$ cat src/include/irec_regs.vh
// register offsets, fields, reset values and codes for the input route block
`ifndef IREC_REGS_VH
`define IREC_REGS_VH

// ----------------------------------------------------------------------
// register offsets
// ----------------------------------------------------------------------
`define IREC_FMT_OFS      8'h00
`define IREC_SMAP_OFS     8'h0E
`define IREC_DEINT_OFS    8'h0F
`define IREC_BOOST_OFS    8'h80
`define IREC_SUB_TOP      8'hFF

// ----------------------------------------------------------------------
// field positions
// ----------------------------------------------------------------------
`define IREC_FMT_MSB      4
`define IREC_FMT_LSB      0
`define IREC_SMAP_MSB     6
`define IREC_SMAP_LSB     5
`define IREC_BOOST_BIT    7
`define IREC_DEINT_BIT    0

// ----------------------------------------------------------------------
// reset values
// ----------------------------------------------------------------------
`define IREC_FMT_RST      8'h00
`define IREC_SMAP_RST     8'h00
`define IREC_BOOST_RST    8'h00
`define IREC_DEINT_RST    8'h00

// ----------------------------------------------------------------------
// sub map codes, serial address, video modes
// ----------------------------------------------------------------------
`define IREC_MAP_USER     2'h0
`define IREC_MAP_INTR     2'h1
`define IREC_MAP_USER2    2'h2
`define IREC_DEV_ADDR_HI  6'h10
`define IREC_MODE_NONE    2'h0
`define IREC_MODE_CVBS    2'h1
`define IREC_MODE_YC      2'h2
`define IREC_MODE_COMP    2'h3

`endif

$ cat src/hdl/irec_sync.v
// two flip-flop synchroniser for pin inputs
`timescale 1ns/10ps
`default_nettype none

module irec_sync #(
  parameter W = 1
) (
  // clock and reset
  input  wire         ref_clk_i,
  input  wire         rstn_i,
  input  wire         ce_i,
  // pins and result
  input  wire [W-1:0] async_i,
  output wire [W-1:0] sync_o
);

  reg [W-1:0] meta_ff;
  reg [W-1:0] sync_ff;

  // idle-high pins, so both stages reset to ones
  always @(posedge ref_clk_i or negedge rstn_i) begin
    if (!rstn_i) begin
      meta_ff <= {W{1'b1}};
      sync_ff <= {W{1'b1}};
    end else if (ce_i) begin
      meta_ff <= async_i;
      sync_ff <= meta_ff;
    end
  end

  assign sync_o = sync_ff;

endmodule

`default_nettype wire

$ cat src/hdl/irec_route_dec.v
// decode of the input format code into analog routing and power masks
`timescale 1ns/10ps
`default_nettype none
`include "irec_regs.vh"

module irec_route_dec #(
  parameter EIGHT_INPUT = 1
) (
  // format code
  input  wire [4:0] code_i,
  // routing result
  output reg  [1:0] mode_o,
  output reg  [7:0] luma_o,
  output reg  [7:0] chroma_o,
  output reg  [7:0] red_diff_o,
  output wire [7:0] power_o,
  output reg        reserved_o
);

  function [7:0] one_hot;
    input [2:0] idx;
    begin
      one_hot = 8'h01 << idx;
    end
  endfunction

  wire hi_ok = (EIGHT_INPUT != 0);

  always @* begin
    mode_o     = `IREC_MODE_NONE;
    luma_o     = 8'h00;
    chroma_o   = 8'h00;
    red_diff_o = 8'h00;
    reserved_o = 1'b1;
    case (code_i[4:2])
      3'h0, 3'h1: begin
        // upper four inputs exist only on the wide variant
        if (!code_i[2] || hi_ok) begin
          mode_o     = `IREC_MODE_CVBS;
          luma_o     = one_hot(code_i[2:0]);
          reserved_o = 1'b0;
        end
      end
      3'h2: begin
        if (!code_i[1] || hi_ok) begin
          mode_o     = `IREC_MODE_YC;
          luma_o     = one_hot({code_i[1:0], 1'b0});
          chroma_o   = one_hot({code_i[1:0], 1'b1});
          reserved_o = 1'b0;
        end
      end
      3'h3: begin
        if (!code_i[1] && (!code_i[0] || hi_ok)) begin
          mode_o     = `IREC_MODE_COMP;
          luma_o     = code_i[0] ? 8'h08 : 8'h01;
          chroma_o   = code_i[0] ? 8'h10 : 8'h02;
          red_diff_o = code_i[0] ? 8'h20 : 8'h04;
          reserved_o = 1'b0;
        end
      end
      default: begin
        reserved_o = 1'b1;
      end
    endcase
  end

  // unused channels stay powered down, reserved codes power none
  assign power_o = luma_o | chroma_o | red_diff_o;

endmodule

`default_nettype wire

$ cat src/hdl/irec_top.v
// serial register bank steering analog input routing and enhancement
//
// Notes on behaviour
// - a five-bit format field in bits 4..0 of user register 0x00 sets routing and video kind.
// - codes 0 to 3 pick composite from inputs 1 to 4 on both variants.
// - codes 4 to 7 pick composite from inputs 5 to 8 on the wide variant, reserved otherwise.
// - codes 8 to 11 pick Y/C from input pairs 1/2, 3/4, 5/6, 7/8, the last two wide only.
// - code 12 picks component from inputs 1-3, code 13 from 4-6 on the wide variant only.
// - codes 14 to 31 are reserved on both variants and route nothing.
// - routing follows the code with no other mux setup, and unused channels power down.
// - contrast boost is off after reset and only the enable sequence turns it on.
// - writing 0x40 to 0x0E selects the second user map, 0x00 returns to the primary one.
// - every sub map answers at the main serial address, 0x40 or 0x42 for writes.
// - the deinterlacer is off after reset and needs no external frame memory.
// - bits 6..5 of 0x0E pick the map: 00 primary user, 01 interrupt and slicer.
// - the address-select pin sets bit 1 of the address byte, 0x40/0x42 write, 0x41/0x43 read.
`timescale 1ns/10ps
`default_nettype none
`include "irec_regs.vh"

module irec_top #(
  parameter EIGHT_INPUT = 1
) (
  // clock, reset, enable
  input  wire       ref_clk_i,
  input  wire       rstn_i,
  input  wire       ce_i,
  // serial port pins
  input  wire       scl_i,
  input  wire       sda_i,
  output wire       sda_o,
  output wire       sda_oe_o,
  input  wire       address_low_select_pin_i,
  // analog routing
  output wire [4:0] input_format_select_o,
  output reg  [1:0] video_mode_o,
  output reg  [7:0] ain_luma_sel_o,
  output reg  [7:0] ain_chroma_sel_o,
  output reg  [7:0] ain_red_diff_sel_o,
  output reg  [7:0] ain_power_up_o,
  output reg        format_reserved_o,
  // feature controls
  output wire [1:0] sub_map_select_o,
  output wire       adaptive_contrast_boost_en_o,
  output wire       deinterlace_converter_en_o
);

  // --------------------------------------------------------------------
  // states
  // --------------------------------------------------------------------
  localparam [8:0] ST_IDLE = 9'h001;
  localparam [8:0] ST_ADDR = 9'h002;
  localparam [8:0] ST_ACKA = 9'h004;
  localparam [8:0] ST_SUB  = 9'h008;
  localparam [8:0] ST_ACKS = 9'h010;
  localparam [8:0] ST_WDAT = 9'h020;
  localparam [8:0] ST_ACKW = 9'h040;
  localparam [8:0] ST_RDAT = 9'h080;
  localparam [8:0] ST_RACK = 9'h100;

  // --------------------------------------------------------------------
  // pin synchronisers and edge detection
  // --------------------------------------------------------------------
  wire [2:0] pins_s;
  reg        scl_d_ff;
  reg        sda_d_ff;

  irec_sync #(
    .W (3)
  ) u_sync (
    .ref_clk_i (ref_clk_i),
    .rstn_i    (rstn_i),
    .ce_i      (ce_i),
    .async_i   ({address_low_select_pin_i, scl_i, sda_i}),
    .sync_o    (pins_s)
  );

  wire addr_pin_s = pins_s[2];
  wire scl_s  = pins_s[1];
  wire sda_s  = pins_s[0];

  always @(posedge ref_clk_i or negedge rstn_i) begin
    if (!rstn_i) begin
      scl_d_ff <= 1'b1;
      sda_d_ff <= 1'b1;
    end else if (ce_i) begin
      scl_d_ff <= scl_s;
      sda_d_ff <= sda_s;
    end
  end

  wire scl_rise = scl_s & ~scl_d_ff;
  wire scl_fall = ~scl_s & scl_d_ff;
  wire bus_start = scl_s & scl_d_ff & sda_d_ff & ~sda_s;
  wire bus_stop  = scl_s & scl_d_ff & ~sda_d_ff & sda_s;

  // pin level moves the address bit, read/write bit is left out of the compare
  wire [6:0] dev_addr = {`IREC_DEV_ADDR_HI, addr_pin_s};

  // --------------------------------------------------------------------
  // register file state
  // --------------------------------------------------------------------
  reg [7:0] fmt_ff;
  reg [7:0] smap_ff;
  reg [7:0] boost_ff;
  reg [7:0] deint_ff;

  wire [1:0] cur_map = smap_ff[`IREC_SMAP_MSB:`IREC_SMAP_LSB];

  // map code 11 falls back to the primary user map
  function sub_ok;
    input [1:0] m;
    input [7:0] a;
    begin
      if (a == `IREC_SMAP_OFS)
        sub_ok = 1'b1;
      else if (m == `IREC_MAP_USER2)
        sub_ok = (a == `IREC_BOOST_OFS);
      else if (m == `IREC_MAP_INTR)
        sub_ok = 1'b0;
      else
        sub_ok = (a == `IREC_FMT_OFS) || (a == `IREC_DEINT_OFS);
    end
  endfunction

  // highest subaddress repeats instead of wrapping
  function [7:0] inc_sat;
    input [7:0] a;
    begin
      inc_sat = (a == `IREC_SUB_TOP) ? a : a + 8'h01;
    end
  endfunction

  // --------------------------------------------------------------------
  // serial slave state machine
  // --------------------------------------------------------------------
  reg [8:0] state_ff;
  reg [8:0] nxt_state;
  reg [3:0] bcnt_ff;
  reg [3:0] nxt_bcnt;
  reg [7:0] sh_ff;
  reg [7:0] nxt_sh;
  reg [7:0] ptr_ff;
  reg [7:0] nxt_ptr;
  reg       rw_ff;
  reg       nxt_rw;
  reg       oe_ff;
  reg       nxt_oe;
  reg       wr_stb;
  reg [7:0] rd_byte;

  always @* begin
    rd_byte = 8'h00;
    if (ptr_ff == `IREC_SMAP_OFS)
      rd_byte = smap_ff;
    else if (cur_map == `IREC_MAP_USER2) begin
      if (ptr_ff == `IREC_BOOST_OFS)
        rd_byte = boost_ff;
    end else if (cur_map != `IREC_MAP_INTR) begin
      if (ptr_ff == `IREC_FMT_OFS)
        rd_byte = fmt_ff;
      else if (ptr_ff == `IREC_DEINT_OFS)
        rd_byte = deint_ff;
    end
  end

  wire byte_done = scl_fall && (bcnt_ff == 4'h8);

  always @* begin
    nxt_state = state_ff;
    nxt_bcnt  = bcnt_ff;
    nxt_sh    = sh_ff;
    nxt_ptr   = ptr_ff;
    nxt_rw    = rw_ff;
    nxt_oe    = oe_ff;
    wr_stb    = 1'b0;
    if (bus_stop) begin
      nxt_state = ST_IDLE;
      nxt_oe    = 1'b0;
    end else if (bus_start) begin
      nxt_state = ST_ADDR;
      nxt_bcnt  = 4'h0;
      nxt_oe    = 1'b0;
    end else begin
      case (state_ff)
        ST_IDLE: begin
          nxt_oe = 1'b0;
        end
        ST_ADDR, ST_SUB, ST_WDAT: begin
          if (scl_rise) begin
            nxt_sh   = {sh_ff[6:0], sda_s};
            nxt_bcnt = bcnt_ff + 4'h1;
          end else if (byte_done) begin
            nxt_state = ST_IDLE;
            if (state_ff == ST_ADDR) begin
              // one address for every sub map
              if (sh_ff[7:1] == dev_addr) begin
                nxt_rw    = sh_ff[0];
                nxt_oe    = 1'b1;
                nxt_state = ST_ACKA;
              end
            end else if (state_ff == ST_SUB) begin
              // unknown subaddress in this map is not acknowledged
              if (sub_ok(cur_map, sh_ff)) begin
                nxt_ptr   = sh_ff;
                nxt_oe    = 1'b1;
                nxt_state = ST_ACKS;
              end
            end else if (sub_ok(cur_map, ptr_ff)) begin
              wr_stb    = 1'b1;
              nxt_oe    = 1'b1;
              nxt_state = ST_ACKW;
            end
          end
        end
        ST_ACKA: begin
          if (scl_fall) begin
            nxt_bcnt = 4'h0;
            if (rw_ff) begin
              nxt_sh    = rd_byte;
              nxt_oe    = ~rd_byte[7];
              nxt_state = ST_RDAT;
            end else begin
              nxt_oe    = 1'b0;
              nxt_state = ST_SUB;
            end
          end
        end
        ST_ACKS, ST_ACKW: begin
          if (scl_fall) begin
            nxt_oe    = 1'b0;
            nxt_bcnt  = 4'h0;
            nxt_state = ST_WDAT;
            if (state_ff == ST_ACKW)
              nxt_ptr = inc_sat(ptr_ff);
          end
        end
        ST_RDAT: begin
          if (scl_rise) begin
            nxt_bcnt = bcnt_ff + 4'h1;
          end else if (byte_done) begin
            // step early so the next byte is ready at the ack fall
            nxt_oe    = 1'b0;
            nxt_ptr   = inc_sat(ptr_ff);
            nxt_state = ST_RACK;
          end else if (scl_fall) begin
            nxt_sh = {sh_ff[6:0], 1'b0};
            nxt_oe = ~sh_ff[6];
          end
        end
        ST_RACK: begin
          if (scl_rise && sda_s) begin
            nxt_state = ST_IDLE;
          end else if (scl_fall) begin
            nxt_bcnt  = 4'h0;
            nxt_sh    = rd_byte;
            nxt_oe    = ~rd_byte[7];
            nxt_state = ST_RDAT;
          end
        end
        default: begin
          nxt_state = ST_IDLE;
          nxt_oe    = 1'b0;
        end
      endcase
    end
  end

  always @(posedge ref_clk_i or negedge rstn_i) begin
    if (!rstn_i) begin
      state_ff <= ST_IDLE;
      bcnt_ff  <= 4'h0;
      sh_ff    <= 8'h00;
      ptr_ff   <= 8'h00;
      rw_ff    <= 1'b0;
      oe_ff    <= 1'b0;
    end else if (ce_i) begin
      state_ff <= nxt_state;
      bcnt_ff  <= nxt_bcnt;
      sh_ff    <= nxt_sh;
      ptr_ff   <= nxt_ptr;
      rw_ff    <= nxt_rw;
      oe_ff    <= nxt_oe;
    end
  end

  // open drain: only ever pull low
  assign sda_o    = 1'b0;
  assign sda_oe_o = oe_ff;

  // --------------------------------------------------------------------
  // register writes
  // --------------------------------------------------------------------
  always @(posedge ref_clk_i or negedge rstn_i) begin
    if (!rstn_i) begin
      fmt_ff   <= `IREC_FMT_RST;
      smap_ff  <= `IREC_SMAP_RST;
      boost_ff <= `IREC_BOOST_RST;
      deint_ff <= `IREC_DEINT_RST;
    end else if (ce_i && wr_stb) begin
      if (ptr_ff == `IREC_SMAP_OFS)
        smap_ff <= sh_ff;
      else if (cur_map == `IREC_MAP_USER2)
        boost_ff <= sh_ff;
      else if (ptr_ff == `IREC_FMT_OFS)
        fmt_ff <= sh_ff;
      else
        deint_ff <= sh_ff;
    end
  end

  assign input_format_select_o =
    fmt_ff[`IREC_FMT_MSB:`IREC_FMT_LSB];
  assign sub_map_select_o      = cur_map;
  assign adaptive_contrast_boost_en_o = boost_ff[`IREC_BOOST_BIT];
  // line doubling works from line stores only, no frame memory port
  assign deinterlace_converter_en_o = deint_ff[`IREC_DEINT_BIT];

  // --------------------------------------------------------------------
  // analog routing
  // --------------------------------------------------------------------
  wire [1:0] dec_mode;
  wire [7:0] dec_luma;
  wire [7:0] dec_chroma;
  wire [7:0] dec_red;
  wire [7:0] dec_power;
  wire       dec_rsvd;

  irec_route_dec #(
    .EIGHT_INPUT (EIGHT_INPUT)
  ) u_route (
    .code_i     (fmt_ff[`IREC_FMT_MSB:`IREC_FMT_LSB]),
    .mode_o     (dec_mode),
    .luma_o     (dec_luma),
    .chroma_o   (dec_chroma),
    .red_diff_o (dec_red),
    .power_o    (dec_power),
    .reserved_o (dec_rsvd)
  );

  // registered so the analog switches never see decode glitches
  always @(posedge ref_clk_i or negedge rstn_i) begin
    if (!rstn_i) begin
      video_mode_o       <= `IREC_MODE_NONE;
      ain_luma_sel_o     <= 8'h00;
      ain_chroma_sel_o   <= 8'h00;
      ain_red_diff_sel_o <= 8'h00;
      ain_power_up_o     <= 8'h00;
      format_reserved_o  <= 1'b0;
    end else if (ce_i) begin
      video_mode_o       <= dec_mode;
      ain_luma_sel_o     <= dec_luma;
      ain_chroma_sel_o   <= dec_chroma;
      ain_red_diff_sel_o <= dec_red;
      ain_power_up_o     <= dec_power;
      format_reserved_o  <= dec_rsvd;
    end
  end

endmodule

`default_nettype wire

$ cat config.mk
export PLATFORM = sky130hd
export DESIGN_NAME = irec_top
export DESIGN_NICKNAME = d
export VERILOG_FILES = /design/src/hdl/irec_sync.v /design/src/hdl/irec_route_dec.v /design/src/hdl/irec_top.v
export VERILOG_INCLUDE_DIRS = /design/src /design/src/include
export SDC_FILE = /design/constraint.sdc
export NUM_CORES = 1
export LEC_CHECK = 0
export BUFFER_PORTS_ARGS = -buffer_cell sky130_fd_sc_hd__buf_4
export CAP_MARGIN = 5
export CELL_PAD_IN_SITES_DETAIL_PLACEMENT = 1
export CELL_PAD_IN_SITES_GLOBAL_PLACEMENT = 2
export CORE_ASPECT_RATIO = 0.9
export CORE_MARGIN = 2
export CORE_UTILIZATION = 30
export DETAILED_ROUTE_END_ITERATION = 6
export GPL_ROUTABILITY_DRIVEN = 0
export PLACE_DENSITY_LB_ADDON = 0.25
export SKIP_CTS_REPAIR_TIMING = 1
export SYNTH_ARGS = -nofsm -noshare
export SYNTH_HDL_FRONTEND = slang
export SYNTH_HIERARCHICAL = 1
export SYNTH_SLANG_ARGS = --single-unit
$ cat constraint.sdc
create_clock -name ref_clk_i -period 7.41 [get_ports ref_clk_i]
set_input_delay 0.3705 -clock ref_clk_i [delete_from_list [all_inputs] [get_ports ref_clk_i]]
set_output_delay 0.3705 -clock ref_clk_i [all_outputs]
set_load 0.02 [all_outputs]
==> results.md, run 1 <==
- The run finished, with violations left.
- The checks that failed: hold timing.
- Counting the buffers created by CTS gives 9.
- Fill cells in the final layout number 2315.
- The time the final worst path needs with I/O delays and setup is 3380 ps.
- The internal power of the cells totals 949 µW.
- The root cell of the clock tree is sky130_fd_sc_hd__clkbuf_16.
- The clock passes through at most 2 buffers.
- Counting flops with an async set or reset pin after synthesis yields a share of 100%.
- The global-route wire length before repair is 29000 µm.
- The register area is 0.00266 mm².
- In this run the critical register-to-register path is captured at deint_ff[1]$_DFFE_PN0P_.
- The final-report hold violation count is 3.
- Detailed routing inserted a total of 4824 vias.
- For this design the top-level I/O count stands at 52.
- The tool flagged a number of max-cap violations equal to 0.
- The synthesized netlist occupies a cell area of 0.00637 mm².
- The aggregate global routing overflow is 0.
- The startpoint of the most critical setup path is ptr_ff[0]$_DFFE_PN0P_.
- The final sum of negative setup slack is 0 ps.
- In this run the worst hold path is classified as in2async.
- The number of pins with negative max-slew slack in the final report is 0.
- The via count of the first global-routing pass is 5064.
- The count of buffers inserted at the top-level ports is 50.
- The post-route netlist has 30.2% of its cells at a drive strength greater than 1.
- Setup repair after global routing left no endpoint under its margin.
- Timing would allow up to 296 MHz.
- For the worst setup path, the data arrival time is 3610 ps.
- The total of flip-flops plus latches after synthesis is 106.
- Of the available clock period, the critical path in the final layout requires 45.6%.
- The number of nets with antenna violations after detailed routing is 0.
- The classification of the worst setup path is reg2reg.
- After floorplanning, the core was sized to cover 0.0208 mm².
- The clock tree from TritonCTS is done.
- The floorplan has 50 rows.
- The initial standard-cell utilization of the core is 30.6%.
- The switching power is 382 µW.
- For this run, the leading register cell type out of synthesis is sky130_fd_sc_hd__dfrtp_1.
- Once layout is done, the placed cells without fillers occupy 0.00713 mm².
- In the final routed layout, each cell accounts on average for 19.1 µm.
- The number of nets at the end of the flow is 639.
- Measured in cells, the most critical reg-to-reg path has a length of 8.
- The worst setup skew after layout is 10.5 ps.
- The initial antenna violation count is 0.
- Per report_power, the sequential group accounts for 49.0% of the total.
- The portion of synthesized cell area occupied by the leading cell type is 38.1%.
- The die covers 0.0224 mm².
- The synthesized design spends more area on one cell type than any other, namely sky130_fd_sc_hd__dfrtp_1.
- The placed instances occupy a cell area of 0.00682 mm².
- The H-tree was split into 3 levels.
- Counting every instance in the synthesized netlist gives 617.
- The switching fraction of total power is 28.7%.
- In this run the horizontal extent of the chip is 158 µm.
- The number of vias per cell is 5.25.
- The violation count after the first detailed-route iteration is 271.
- Counting instances in the post-synthesis netlist gives the leading cell types as 97 x sky130_fd_sc_hd__dfrtp_1, 86 x sky130_fd_sc_hd__mux2_2, 46 x sky130_fd_sc_hd__nand2_1.
- The power density normalized to cell area is 187 mW/mm².
- The y dimension of the die is 142 µm.
- Averaged over all synthesized cells, the footprint is 10.3 µm².
- In this run the critical register-to-register path is launched from ptr_ff[0]$_DFFE_PN0P_.
- The worst setup path is captured at a flop.
- The clock-pin slew reported for the worst setup and hold paths after clock tree synthesis is 80 ps.
- 0 antenna diodes ended up in the layout.
- The total chip power is 1.33 mW.
- After detailed routing, the number of remaining DRC violations is 0.
- The number of distinct library cells after synthesis is 75.
- Among all cell types in the netlist, the one instantiated most often is sky130_fd_sc_hd__dfrtp_1.
- The source-to-sink clock delay at the later pin of the worst-skew pair is 360 ps.
- The sink count of the clock tree is 106.
- Counting flops with a built-in enable in the synthesized netlist gives 0.
- The first detailed-routing pass took 4 iterations.
- The critical path data required time is 7650 ps.
- Of all nets on the critical path, the largest fanout is 8.
- The leakage power of the design is 3.07 nW.
- In the post-synthesis netlist, the biggest area contributors are sky130_fd_sc_hd__dfrtp_1 38%, sky130_fd_sc_hd__mux2_2 15%, sky130_fd_sc_hd__dfstp_2 3.7%, sky130_fd_sc_hd__nand2_1 2.7%, sky130_fd_sc_hd__buf_4 2.6%.
- Combinational cells account for 13.4% of the total power.
- For flop-to-flop paths, the worst setup slack is 4030 ps.
- STA classifies the critical path startpoint as a flop.
- The HPWL after detailed placement is 12300 µm.
- At the pin with the least slew margin, the transition time is 1100 ps.
- The pin count of the biggest net entering global routing is 68.
- The setup-violating endpoint count in the final report is 0.
- For this run, the register share of the synthesized area comes to 41.8%.
- The all-layer global routing usage is 16.5%.
- The clock network fraction of design power is 37.6%.
- The critical path capture point is deint_ff[1]$_DFFE_PN0P_.
- Across the VDD grid, the largest voltage drop is 0.115 mV.
- During synthesis, Yosys emitted a total of 6 warnings.
- The max-slew headroom at the worst pin is 26.3%.
- The combined area of the multi-input logic cells is 0.00334 mm².
- The final layout contains routed wiring with a total length of 17600 µm.
- Relative to the synthesized area, the layout overhead comes to 11.9%.
- On the final layout, the worst hold slack is -10.6 ps.
==> layout by cell type, fill, tap and decap left out, types with 4 or more instances in the layout <==
| cell type | n |
|---|---|
| sky130_fd_sc_hd__a21o_1 | 4 |
| sky130_fd_sc_hd__conb_1 | 10 |
| sky130_fd_sc_hd__nand2b_1 | 14 |
| sky130_fd_sc_hd__o31ai_1 | 7 |
| sky130_fd_sc_hd__a22o_1 | 5 |
| sky130_fd_sc_hd__nand3b_1 | 6 |
| sky130_fd_sc_hd__a21oi_1 | 21 |
| sky130_fd_sc_hd__o21ai_0 | 21 |
| sky130_fd_sc_hd__and3_1 | 6 |
| sky130_fd_sc_hd__dfstp_2 | 9 |
| sky130_fd_sc_hd__mux2_4 | 6 |
| sky130_fd_sc_hd__mux2_2 | 86 |
| sky130_fd_sc_hd__nand4_1 | 5 |
| sky130_fd_sc_hd__nor2_1 | 27 |
| sky130_fd_sc_hd__o2bb2ai_1 | 4 |
| sky130_fd_sc_hd__nor2b_1 | 9 |
| sky130_fd_sc_hd__nand4bb_1 | 5 |
| sky130_fd_sc_hd__nand2_1 | 46 |
| sky130_fd_sc_hd__dfrtp_1 | 97 |
| sky130_fd_sc_hd__nor4_1 | 7 |
| sky130_fd_sc_hd__buf_4 | 55 |
| sky130_fd_sc_hd__or3b_1 | 5 |
| sky130_fd_sc_hd__a22oi_1 | 12 |
| sky130_fd_sc_hd__a211oi_1 | 6 |
| sky130_fd_sc_hd__nand3_1 | 20 |
| sky130_fd_sc_hd__a31oi_1 | 9 |
| sky130_fd_sc_hd__clkbuf_16 | 9 |
| sky130_fd_sc_hd__nand4b_1 | 5 |
| sky130_fd_sc_hd__ha_1 | 5 |
| sky130_fd_sc_hd__nor3_1 | 17 |
| sky130_fd_sc_hd__o211ai_1 | 7 |
| sky130_fd_sc_hd__xor2_1 | 6 |
| sky130_fd_sc_hd__inv_1 | 11 |
==> critical path, cell delays in order, from the launching register on <==
cell and delay, ps:
sky130_fd_sc_hd__dfrtp_1 430, sky130_fd_sc_hd__inv_1 110, sky130_fd_sc_hd__ha_1 180, sky130_fd_sc_hd__or3b_2 540
sky130_fd_sc_hd__a221oi_1 310, sky130_fd_sc_hd__a31oi_1 180, sky130_fd_sc_hd__nor4b_4 750, sky130_fd_sc_hd__o2111ai_4 360
sky130_fd_sc_hd__mux2_2 370
==> flip-flops by register name, indices dropped and copies added, names as in the netlist, 4 cells and up <==
name and cells:
smap_ff 8, ptr_ff 8, ain_power_up_o 8, sh_ff 8, deint_ff 8, ain_chroma_sel_o 8, ain_red_diff_sel_o 8, ain_luma_sel_o 8
state_ff 9, bcnt_ff 4, boost_ff 8, fmt_ff 8
==> power by group through the flow <==
stage | Sequential [mW] | Clock [mW] | Combinational (mW)
after floorplan | 0.642 | 0 | 0.137
after global placement | 0.663 | 0 | 0.176
after detailed placement | 0.664 | 0 | 0.179
after CTS | 0.652 | 0.521 | 0.180
after global routing | 0.658 | 0.543 | 0.200
final | 0.652 | 0.500 | 0.179
==> area by class of cell <==
type                            count  area share [%]
Clock buffer                       10            3.21
Timing Repair Buffer               56            5.95
Inverter                           12           0.632
Tap cell                          286            5.02
Sequential cell                   106            37.4
Clock inverter                      6            1.04
Multi-Input combinational cell    443            46.8
==> metal layers <==
layer / global-route usage, % / up-vias / wire, µm
met2: 26.7 / 54 / 8450
met4: 3.59 / 0 / 140
met1: 23.2 / 2497 / 8470
met5: 0 / - / 0
li1: - / 2262 / -
met3: 2.71 / 11 / 533
==> cell families after synthesis <==
family | Yosys count | share of synthesized area [%]
compound gates | 125 | 14.2
flops | 106 | 41.8
mux | 94 | 16.9
other cells | 2 | 0.118
xor+xnor | 9 | 1.24
fa+ha+maj | 5 | 0.982
simple gates | 200 | 18.4
buf+inv | 76 | 6.29
==> worst min-delay path by stage <==
stage | from | end | slack (ps) | depth (start not counted)
after floorplan | rstn_i | ain_chroma_sel_o[0]$_DFFE_PN0P_ | 70 | 0
after global placement | rstn_i | ain_power_up_o[1]$_DFFE_PN0P_ | 410 | 1
after detailed placement | rstn_i | ain_power_up_o[1]$_DFFE_PN0P_ | 400 | 1
after CTS | rstn_i | ain_power_up_o[1]$_DFFE_PN0P_ | 2 | 1
after global routing | rstn_i | ain_power_up_o[1]$_DFFE_PN0P_ | 20 | 1
final | rstn_i | ain_power_up_o[1]$_DFFE_PN0P_ | -10 | 1
==> per-stage QoR <==
step                worst slack [ps]  hold WS, ps  util (%)  cells
floorplan                       4550         74.9         -    625
global placement                4130          407      32.7    902
detailed placement              4050          398      32.7    902
CTS                             4030         2.41      34.2    918
global route                    3810         15.6      34.2    919
finish                          4030        -10.6      34.2    919
Power figures use the tool's default switching activity.
==> run 2, diff against run 1 <==
==> constraint.sdc (replaced) <==
create_clock -name ref_clk_i -period 3.5 [get_ports ref_clk_i]
set_input_delay 0.175 -clock ref_clk_i [delete_from_list [all_inputs] [get_ports ref_clk_i]]
set_output_delay 0.175 -clock ref_clk_i [all_outputs]
set_load 0.02 [all_outputs]
==> results.md, run 2 (same netlist as run 1, synthesis figures left out) <==
- The die span in x is 158 µm (unchanged).
- The source-to-sink clock delay at the later pin of the worst-skew pair was 360 ps (about the same).
- The number of pins with negative max-slew slack in the final report is 0 (unchanged).
- The sink count of the clock tree is 106 (unchanged).
- The count of boundary I/O pins is 52 (unchanged).
- The startpoint identified for the worst register-to-register timing path is ptr_ff[0]$_DFFE_PN0P_.
- The detailed-route via count is 4948 (+2.6%).
- The cell depth of the worst flop-to-flop path is 9 (+1).
- The all-layer global routing usage is 17.1% (+0.63 points).
- The final sum of negative setup slack is 0 ps (unchanged).
- The power density normalized to cell area is 381 mW/mm² (+100%).
- The pin count of the biggest net entering global routing is 81 (+19%).
- The number of nets with antenna violations after detailed routing came to 0 (unchanged).
- The maximum clock insertion buffer count is 2 (unchanged).
- The post-detailed-route DRC marker count is 0 (unchanged).
- The time the final worst path needs with I/O delays and setup is 3070 ps (-306 ps).
- The via count of the first global-routing pass is 5212 (+2.9%).
- The slew at the pin closest to its max-slew limit came to 1070 ps (-31.9 ps).
- The H-tree depth reported by CTS came to 3 (unchanged).
- The leakage power of the design came to 3.16 nW (+2.8%).
- The area growth from synthesis to final layout is 13.7%.
- The worst setup skew after layout is 12.1 ps (+1.58 ps).
- The number of flip-flops in the largest register was 9 (unchanged).
- The number of iterations in the first detailed-routing pass came to 5 (+1).
- The achievable frequency is 326 MHz (+10%).
- The routed wire length is 18500 µm (+5.0%).
- The HPWL after detailed placement is 13000 µm (+5.3%).
- The run finished, with violations left.
- The violation count after the first detailed-route iteration is 282 (+4.1%).
- The critical path data required time is 3740 ps (-3910 ps).
- The cell area after placement is 0.00697 mm² (+2.2%).
- The initial antenna violation count came to 0 (unchanged).
- The initial standard-cell utilization of the core is 30.6% (unchanged).
- Setup repair after global routing left no endpoint under its margin.
- The maximum ir drop on the vdd rail is 0.224 mV (+94%).
- The count of buffers inserted at the top-level ports is 50 (unchanged).
- The share of cells above drive strength 1 is 32.2% (+2.0 points).
- The max-slew headroom at the worst pin came to 28.6% (+2.3 points).
- The aggregate global routing overflow is 0 (unchanged).
- The leading cell type in the layout, fill and taps excluded is sky130_fd_sc_hd__dfrtp_1.
- The critical path launch point type is a flop.
- TritonCTS built the clock tree.
- The clock-pin slew reported for the worst setup and hold paths after clock tree synthesis is 80 ps (about the same).
- The critical path is of the reg2reg type.
- The number of max-cap violations came to 0 (unchanged).
- The die area is 0.0224 mm² (unchanged).
- The TritonCTS buffer count was 9 (unchanged).
- The cell area after layout is 0.00724 mm² (+1.6%).
- In the layout the commonest cells are 97 x sky130_fd_sc_hd__dfrtp_1, 86 x sky130_fd_sc_hd__mux2_2, 75 x sky130_fd_sc_hd__buf_4, 46 x sky130_fd_sc_hd__nand2_1, 27 x sky130_fd_sc_hd__nor2_1.
- Tracing the worst setup path back leads to its startpoint at ptr_ff[0]$_DFFE_PN0P_.
- The standard-cell row count was 50 (unchanged).
- The number of nets at the end of the flow is 658 (+3.0%).
- The total core area is 0.0208 mm² (unchanged).
- The data arrival time at the worst-slack endpoint came to 3310 ps (-300 ps).
- The register with the most flip-flops in the final layout is state_ff.
- STA classifies the critical path endpoint as a flop.
- The total chip power is 2.76 mW (+110%).
- The number of diodes added for antenna fixing is 0 (unchanged).
- The final-report hold violation count was 4 (+1).
- The y dimension of the die is 142 µm (unchanged).
- The global-route wire length before repair is 29700 µm (+2.6%).
- The setup-violating endpoint count in the final report is 0 (unchanged).
- The final cycle utilization of the critical path is 87.7% (+42 points).
- The worst hold slack after final layout came to -6.98 ps (+3.58 ps).
- The largest fanout on the critical path is 8 (unchanged).
- The average detailed-routed wire length per instance was 19.7 µm (+2.9%).
- The worst hold path class is in2async.
- The checks that failed: hold timing.
- In this run the clock root is driven by a sky130_fd_sc_hd__clkbuf_16.
- The number of vias per cell was 5.28 (+0.49%).
==> run 2: changes by cell type in the layout (fill, tap and decap cells not counted) <==
cell,delta
sky130_fd_sc_hd__inv_6,+1
sky130_fd_sc_hd__clkinv_2,+1
sky130_fd_sc_hd__bufinv_16,-1
sky130_fd_sc_hd__buf_4,+20
sky130_fd_sc_hd__buf_6,-1
sky130_fd_sc_hd__clkinv_4,-1
==> run 2: power breakdown <==
group | switching [mW] | internal (mW)
combinational | 0.249 | 0.165
clock | 0.487 | 0.493
sequential | 0.0779 | 1.29
total | 0.814 | 1.95
==> run 2: layout make-up <==
type                    instances  area (µm²)
fillers                      2337       13600
multi-input cells             443        3340
flip-flops and latches        106        2660
repair buffers                 75         563
well taps                     286         358
clock buffers                  10         229
clock inverters                 6        48.8
inverters                      12        45.0
==> run 2: final timing paths <==
path                                                     endpoint  slack (ps)
worst max register to register             smap_ff[6]$_DFFE_PN0P_         430
worst max-delay path                       smap_ff[6]$_DFFE_PN0P_         430
max in group asynchronous                 state_ff[0]$_DFFE_PN1P_        2540
worst min-delay path            ain_red_diff_sel_o[7]$_DFFE_PN0P_          -7
worst min register to register             smap_ff[0]$_DFFE_PN0P_         510
min in group ref_clk_i              u_sync/meta_ff[1]$_DFFE_PN1P_          50
==> run 2: per-layer routing <==
layer	track usage, %	wire length [µm]
met1	23.6	8900
met2	27.7	8760
met3	2.68	536
met4	5.17	291
met5	0	0
==> run 2: stage by stage <==
| step | cells | utilization [%] | worst slack (ps) |
|---|---|---|---|
| after floorplan | 625 | - | 639 |
| after global placement | 922 | 33.4 | 520 |
| after detailed placement | 922 | 33.4 | 432 |
| after CTS | 938 | 34.8 | 415 |
| after global routing | 938 | 34.8 | 221 |
| final | 938 | 34.8 | 431 |
==> run 2: worst max-delay path, stage by stage (launching register included) <==
cell and delay (ps):
sky130_fd_sc_hd__dfrtp_1 430, sky130_fd_sc_hd__inv_1 120, sky130_fd_sc_hd__ha_1 200, sky130_fd_sc_hd__or3b_2 550
sky130_fd_sc_hd__a221oi_1 340, sky130_fd_sc_hd__a31oi_1 180, sky130_fd_sc_hd__nor4b_4 330, sky130_fd_sc_hd__buf_4 210
sky130_fd_sc_hd__nand3_2 220, sky130_fd_sc_hd__mux2_2 360
==> run 3, diff against run 2 <==
--- a/config.mk
+++ b/config.mk
@@ -11,11 +11,12 @@
 export CELL_PAD_IN_SITES_DETAIL_PLACEMENT = 1
 export CELL_PAD_IN_SITES_GLOBAL_PLACEMENT = 2
 export CORE_ASPECT_RATIO = 0.9
-export CORE_MARGIN = 2
 export CORE_UTILIZATION = 30
+export CTS_BUF_LIST = sky130_fd_sc_hd__clkbuf_16
 export DETAILED_ROUTE_END_ITERATION = 6
 export GPL_ROUTABILITY_DRIVEN = 0
 export PLACE_DENSITY_LB_ADDON = 0.25
+export SETUP_SLACK_MARGIN = 0.02
 export SKIP_CTS_REPAIR_TIMING = 1
 export SYNTH_ARGS = -nofsm -noshare
 export SYNTH_HDL_FRONTEND = slang
==> results.md, run 3 (same netlist as run 1, synthesis figures left out) <==
- The area growth from synthesis to final layout is 14.0%.
- The count of buffers inserted at the top-level ports was 50 (unchanged).
- The register ranked first by flip-flop count is state_ff.
- The library cell used most frequently in the layout, excluding fill and tap cells, is sky130_fd_sc_hd__dfrtp_1.
- The initial antenna violation count is 0 (unchanged).
- The data arrival time at the worst-slack endpoint is 3530 ps (+220 ps).
- The TritonCTS buffer count was 9 (unchanged).
- The setup slack of the most critical reg-to-reg path is 250 ps (-180 ps).
- The standard-cell row count came to 50 (unchanged).
- The routed wire length was 18600 µm (+0.49%).
- The slew at the pin closest to its max-slew limit is 917 ps (-155 ps).
- The register area is 0.00266 mm² (unchanged).
- The final reports fail on hold timing.
- The maximum ir drop on the vdd rail is 0.244 mV (+9.1%).
- The worst setup path is captured at a flop.
- The share of cells above drive strength 1 is 32.4% (+0.21 points).
- The slowest stage of the critical path belongs to the cell sky130_fd_sc_hd__a2111oi_1.
- Leaving out fill and tap cells, the most frequent cells in the layout are 97 x sky130_fd_sc_hd__dfrtp_1, 86 x sky130_fd_sc_hd__mux2_2, 77 x sky130_fd_sc_hd__buf_4, 46 x sky130_fd_sc_hd__nand2_1, 27 x sky130_fd_sc_hd__nor2_1.
- The maximum clock insertion buffer count is 2 (unchanged).
- In this run the critical register-to-register path is launched from sh_ff[3]$_DFFE_PN0P_.
- The sink count of the clock tree is 106 (unchanged).
- The number of diodes added for antenna fixing is 0 (unchanged).
- The detailed-route via count is 4963 (+0.30%).
- The pin count of the biggest net entering global routing is 69 (-15%).
- The cell depth of the worst flop-to-flop path is 6 (-3).
- The violation count after the first detailed-route iteration is 212 (-25%).
- The critical path is of the reg2reg type.
- The aggregate global routing overflow is 0 (unchanged).
- The final core area utilization is 34.8% (+0.078 points).
- The post-detailed-route DRC marker count was 0 (unchanged).
- The leakage power of the design was 3.17 nW (+0.33%).
- The time the final worst path needs with I/O delays and setup came to 3250 ps (+177 ps).
- Traced cell by cell, the critical path runs through or4_1 > a2111oi_1 > o211ai_1 > o31ai_4 > and3_1 > mux2i_1.
- The source-to-sink clock delay at the later pin of the worst-skew pair came to 360 ps (about the same).
- TritonCTS built the clock tree.
- The die span in x came to 156 µm (-1.3%).
- The initial standard-cell utilization of the core was 30.6% (unchanged).
- The final cycle utilization of the critical path is 92.8% (+5.1 points).
- The H-tree depth reported by CTS is 3 (unchanged).
- The clock-pin slew reported for the worst setup and hold paths after clock tree synthesis was 80 ps (about the same).
- The setup-violating endpoint count in the final report was 0 (unchanged).
- The cell area after layout was 0.00726 mm² (+0.22%).
- The global-route wire length before repair is 30400 µm (+2.5%).
- The flow ran to the end, but the final reports show violations.
- The final sum of negative setup slack was 0 ps (unchanged).
- The all-layer global routing usage is 18.0% (+0.83 points).
- The worst hold path class is in2async.
- The via count of the first global-routing pass came to 5301 (+1.7%).
- The combined area of the multi-input logic cells came to 0.00334 mm² (about the same).
- The worst stage delay on the critical path is 810 ps (+260 ps).
- The achievable frequency is 308 MHz (-5.5%).
- The largest fanout on the critical path is 8 (unchanged).
- The max-slew headroom at the worst pin is 38.9% (+10 points).
- The number of flip-flops in the largest register came to 9 (unchanged).
- The worst setup skew after layout is 8.27 ps (-3.80 ps).
- The number of max-cap violations was 0 (unchanged).
- Setup repair after global routing left no endpoint under its margin.
- The count of boundary I/O pins is 52 (unchanged).
- The y dimension of the die is 140 µm (-1.4%).
- The final-report hold violation count is 66 (+62).
- The total core area was 0.0208 mm² (unchanged).
- The number of vias per cell came to 5.28 (about the same).
- The HPWL after detailed placement is 13300 µm (+2.8%).
- The count of fill cells added during filler insertion is 2327 (-0.43%).
- The worst hold slack after final layout came to -66.3 ps (-59.3 ps).
- The root buffer cell chosen for the clock tree is sky130_fd_sc_hd__clkbuf_16.
- The total chip power was 2.77 mW (+0.40%).
- The critical path launch point type is a flop.
- The average detailed-routed wire length per instance was 19.8 µm (+0.28%).
- The number of iterations in the first detailed-routing pass was 4 (-1).
- The number of pins with negative max-slew slack in the final report came to 0 (unchanged).
- The power density normalized to cell area was 382 mW/mm² (+0.17%).
- The die area came to 0.0218 mm² (-2.7%).
- The cell area after placement is 0.00698 mm² (+0.22%).
- The endpoint identified for the worst register-to-register timing path is ptr_ff[1]$_DFFE_PN0P_.
- The number of nets with antenna violations after detailed routing is 0 (unchanged).
- The critical path data required time was 3780 ps (+40 ps).
- The number of nets at the end of the flow is 660 (+0.30%).
## run 3: how the worst max path moves through the flow
stage / start / end
3_5_place_dp: sh_ff[3]$_DFFE_PN0P_ / ptr_ff[1]$_DFFE_PN0P_
2_1_floorplan: ptr_ff[0]$_DFFE_PN0P_ / boost_ff[0]$_DFFE_PN0P_
3_3_place_gp: sh_ff[3]$_DFFE_PN0P_ / ptr_ff[1]$_DFFE_PN0P_
6_report: sh_ff[3]$_DFFE_PN0P_ / ptr_ff[1]$_DFFE_PN0P_
5_1_grt: sh_ff[2]$_DFFE_PN0P_ / ptr_ff[1]$_DFFE_PN0P_
4_1_cts: sh_ff[3]$_DFFE_PN0P_ / ptr_ff[1]$_DFFE_PN0P_
## run 3: area by class of cell
cell class	count	share of cell area [%]
Inverter	12	0.620
Sequential cell	106	36.7
Clock inverter	7	0.724
Tap cell	286	4.93
Clock buffer	9	3.10
Timing Repair Buffer	77	7.96
Multi-Input combinational cell	443	46.0
## run 3: critical path, delay by kind of cell, from the launching register on
family           cells  cell delay, ps
AND/OR/NAND/NOR      2             970
multiplexers         1             230
AO/OA/AOI/OAI        3            1610
flip-flops           1             370
## run 3: through the flow
step | worst slack [ps] | std cells
finish | 254 | 940
global route | 195 | 940
CTS | 104 | 940
detailed placement | 121 | 924
global placement | 149 | 924
floorplan | 639 | 625
## run 3: report_power, final
group / total [mW] / switching [mW] / internal, mW
clock: 0.983 / 0.495 / 0.489
sequential: 1.37 / 0.0830 / 1.29
combinational: 0.416 / 0.249 / 0.166
total: 2.77 / 0.827 / 1.95
## run 3: metal layers
layer	track usage [%]	share of wire [%]	vias up
met2	29.6	49	87
met5	0	0	-
met4	4.02	0.73	0
met3	3.37	3.5	8
met1	24.3	47	2552
li1	-	-	2316
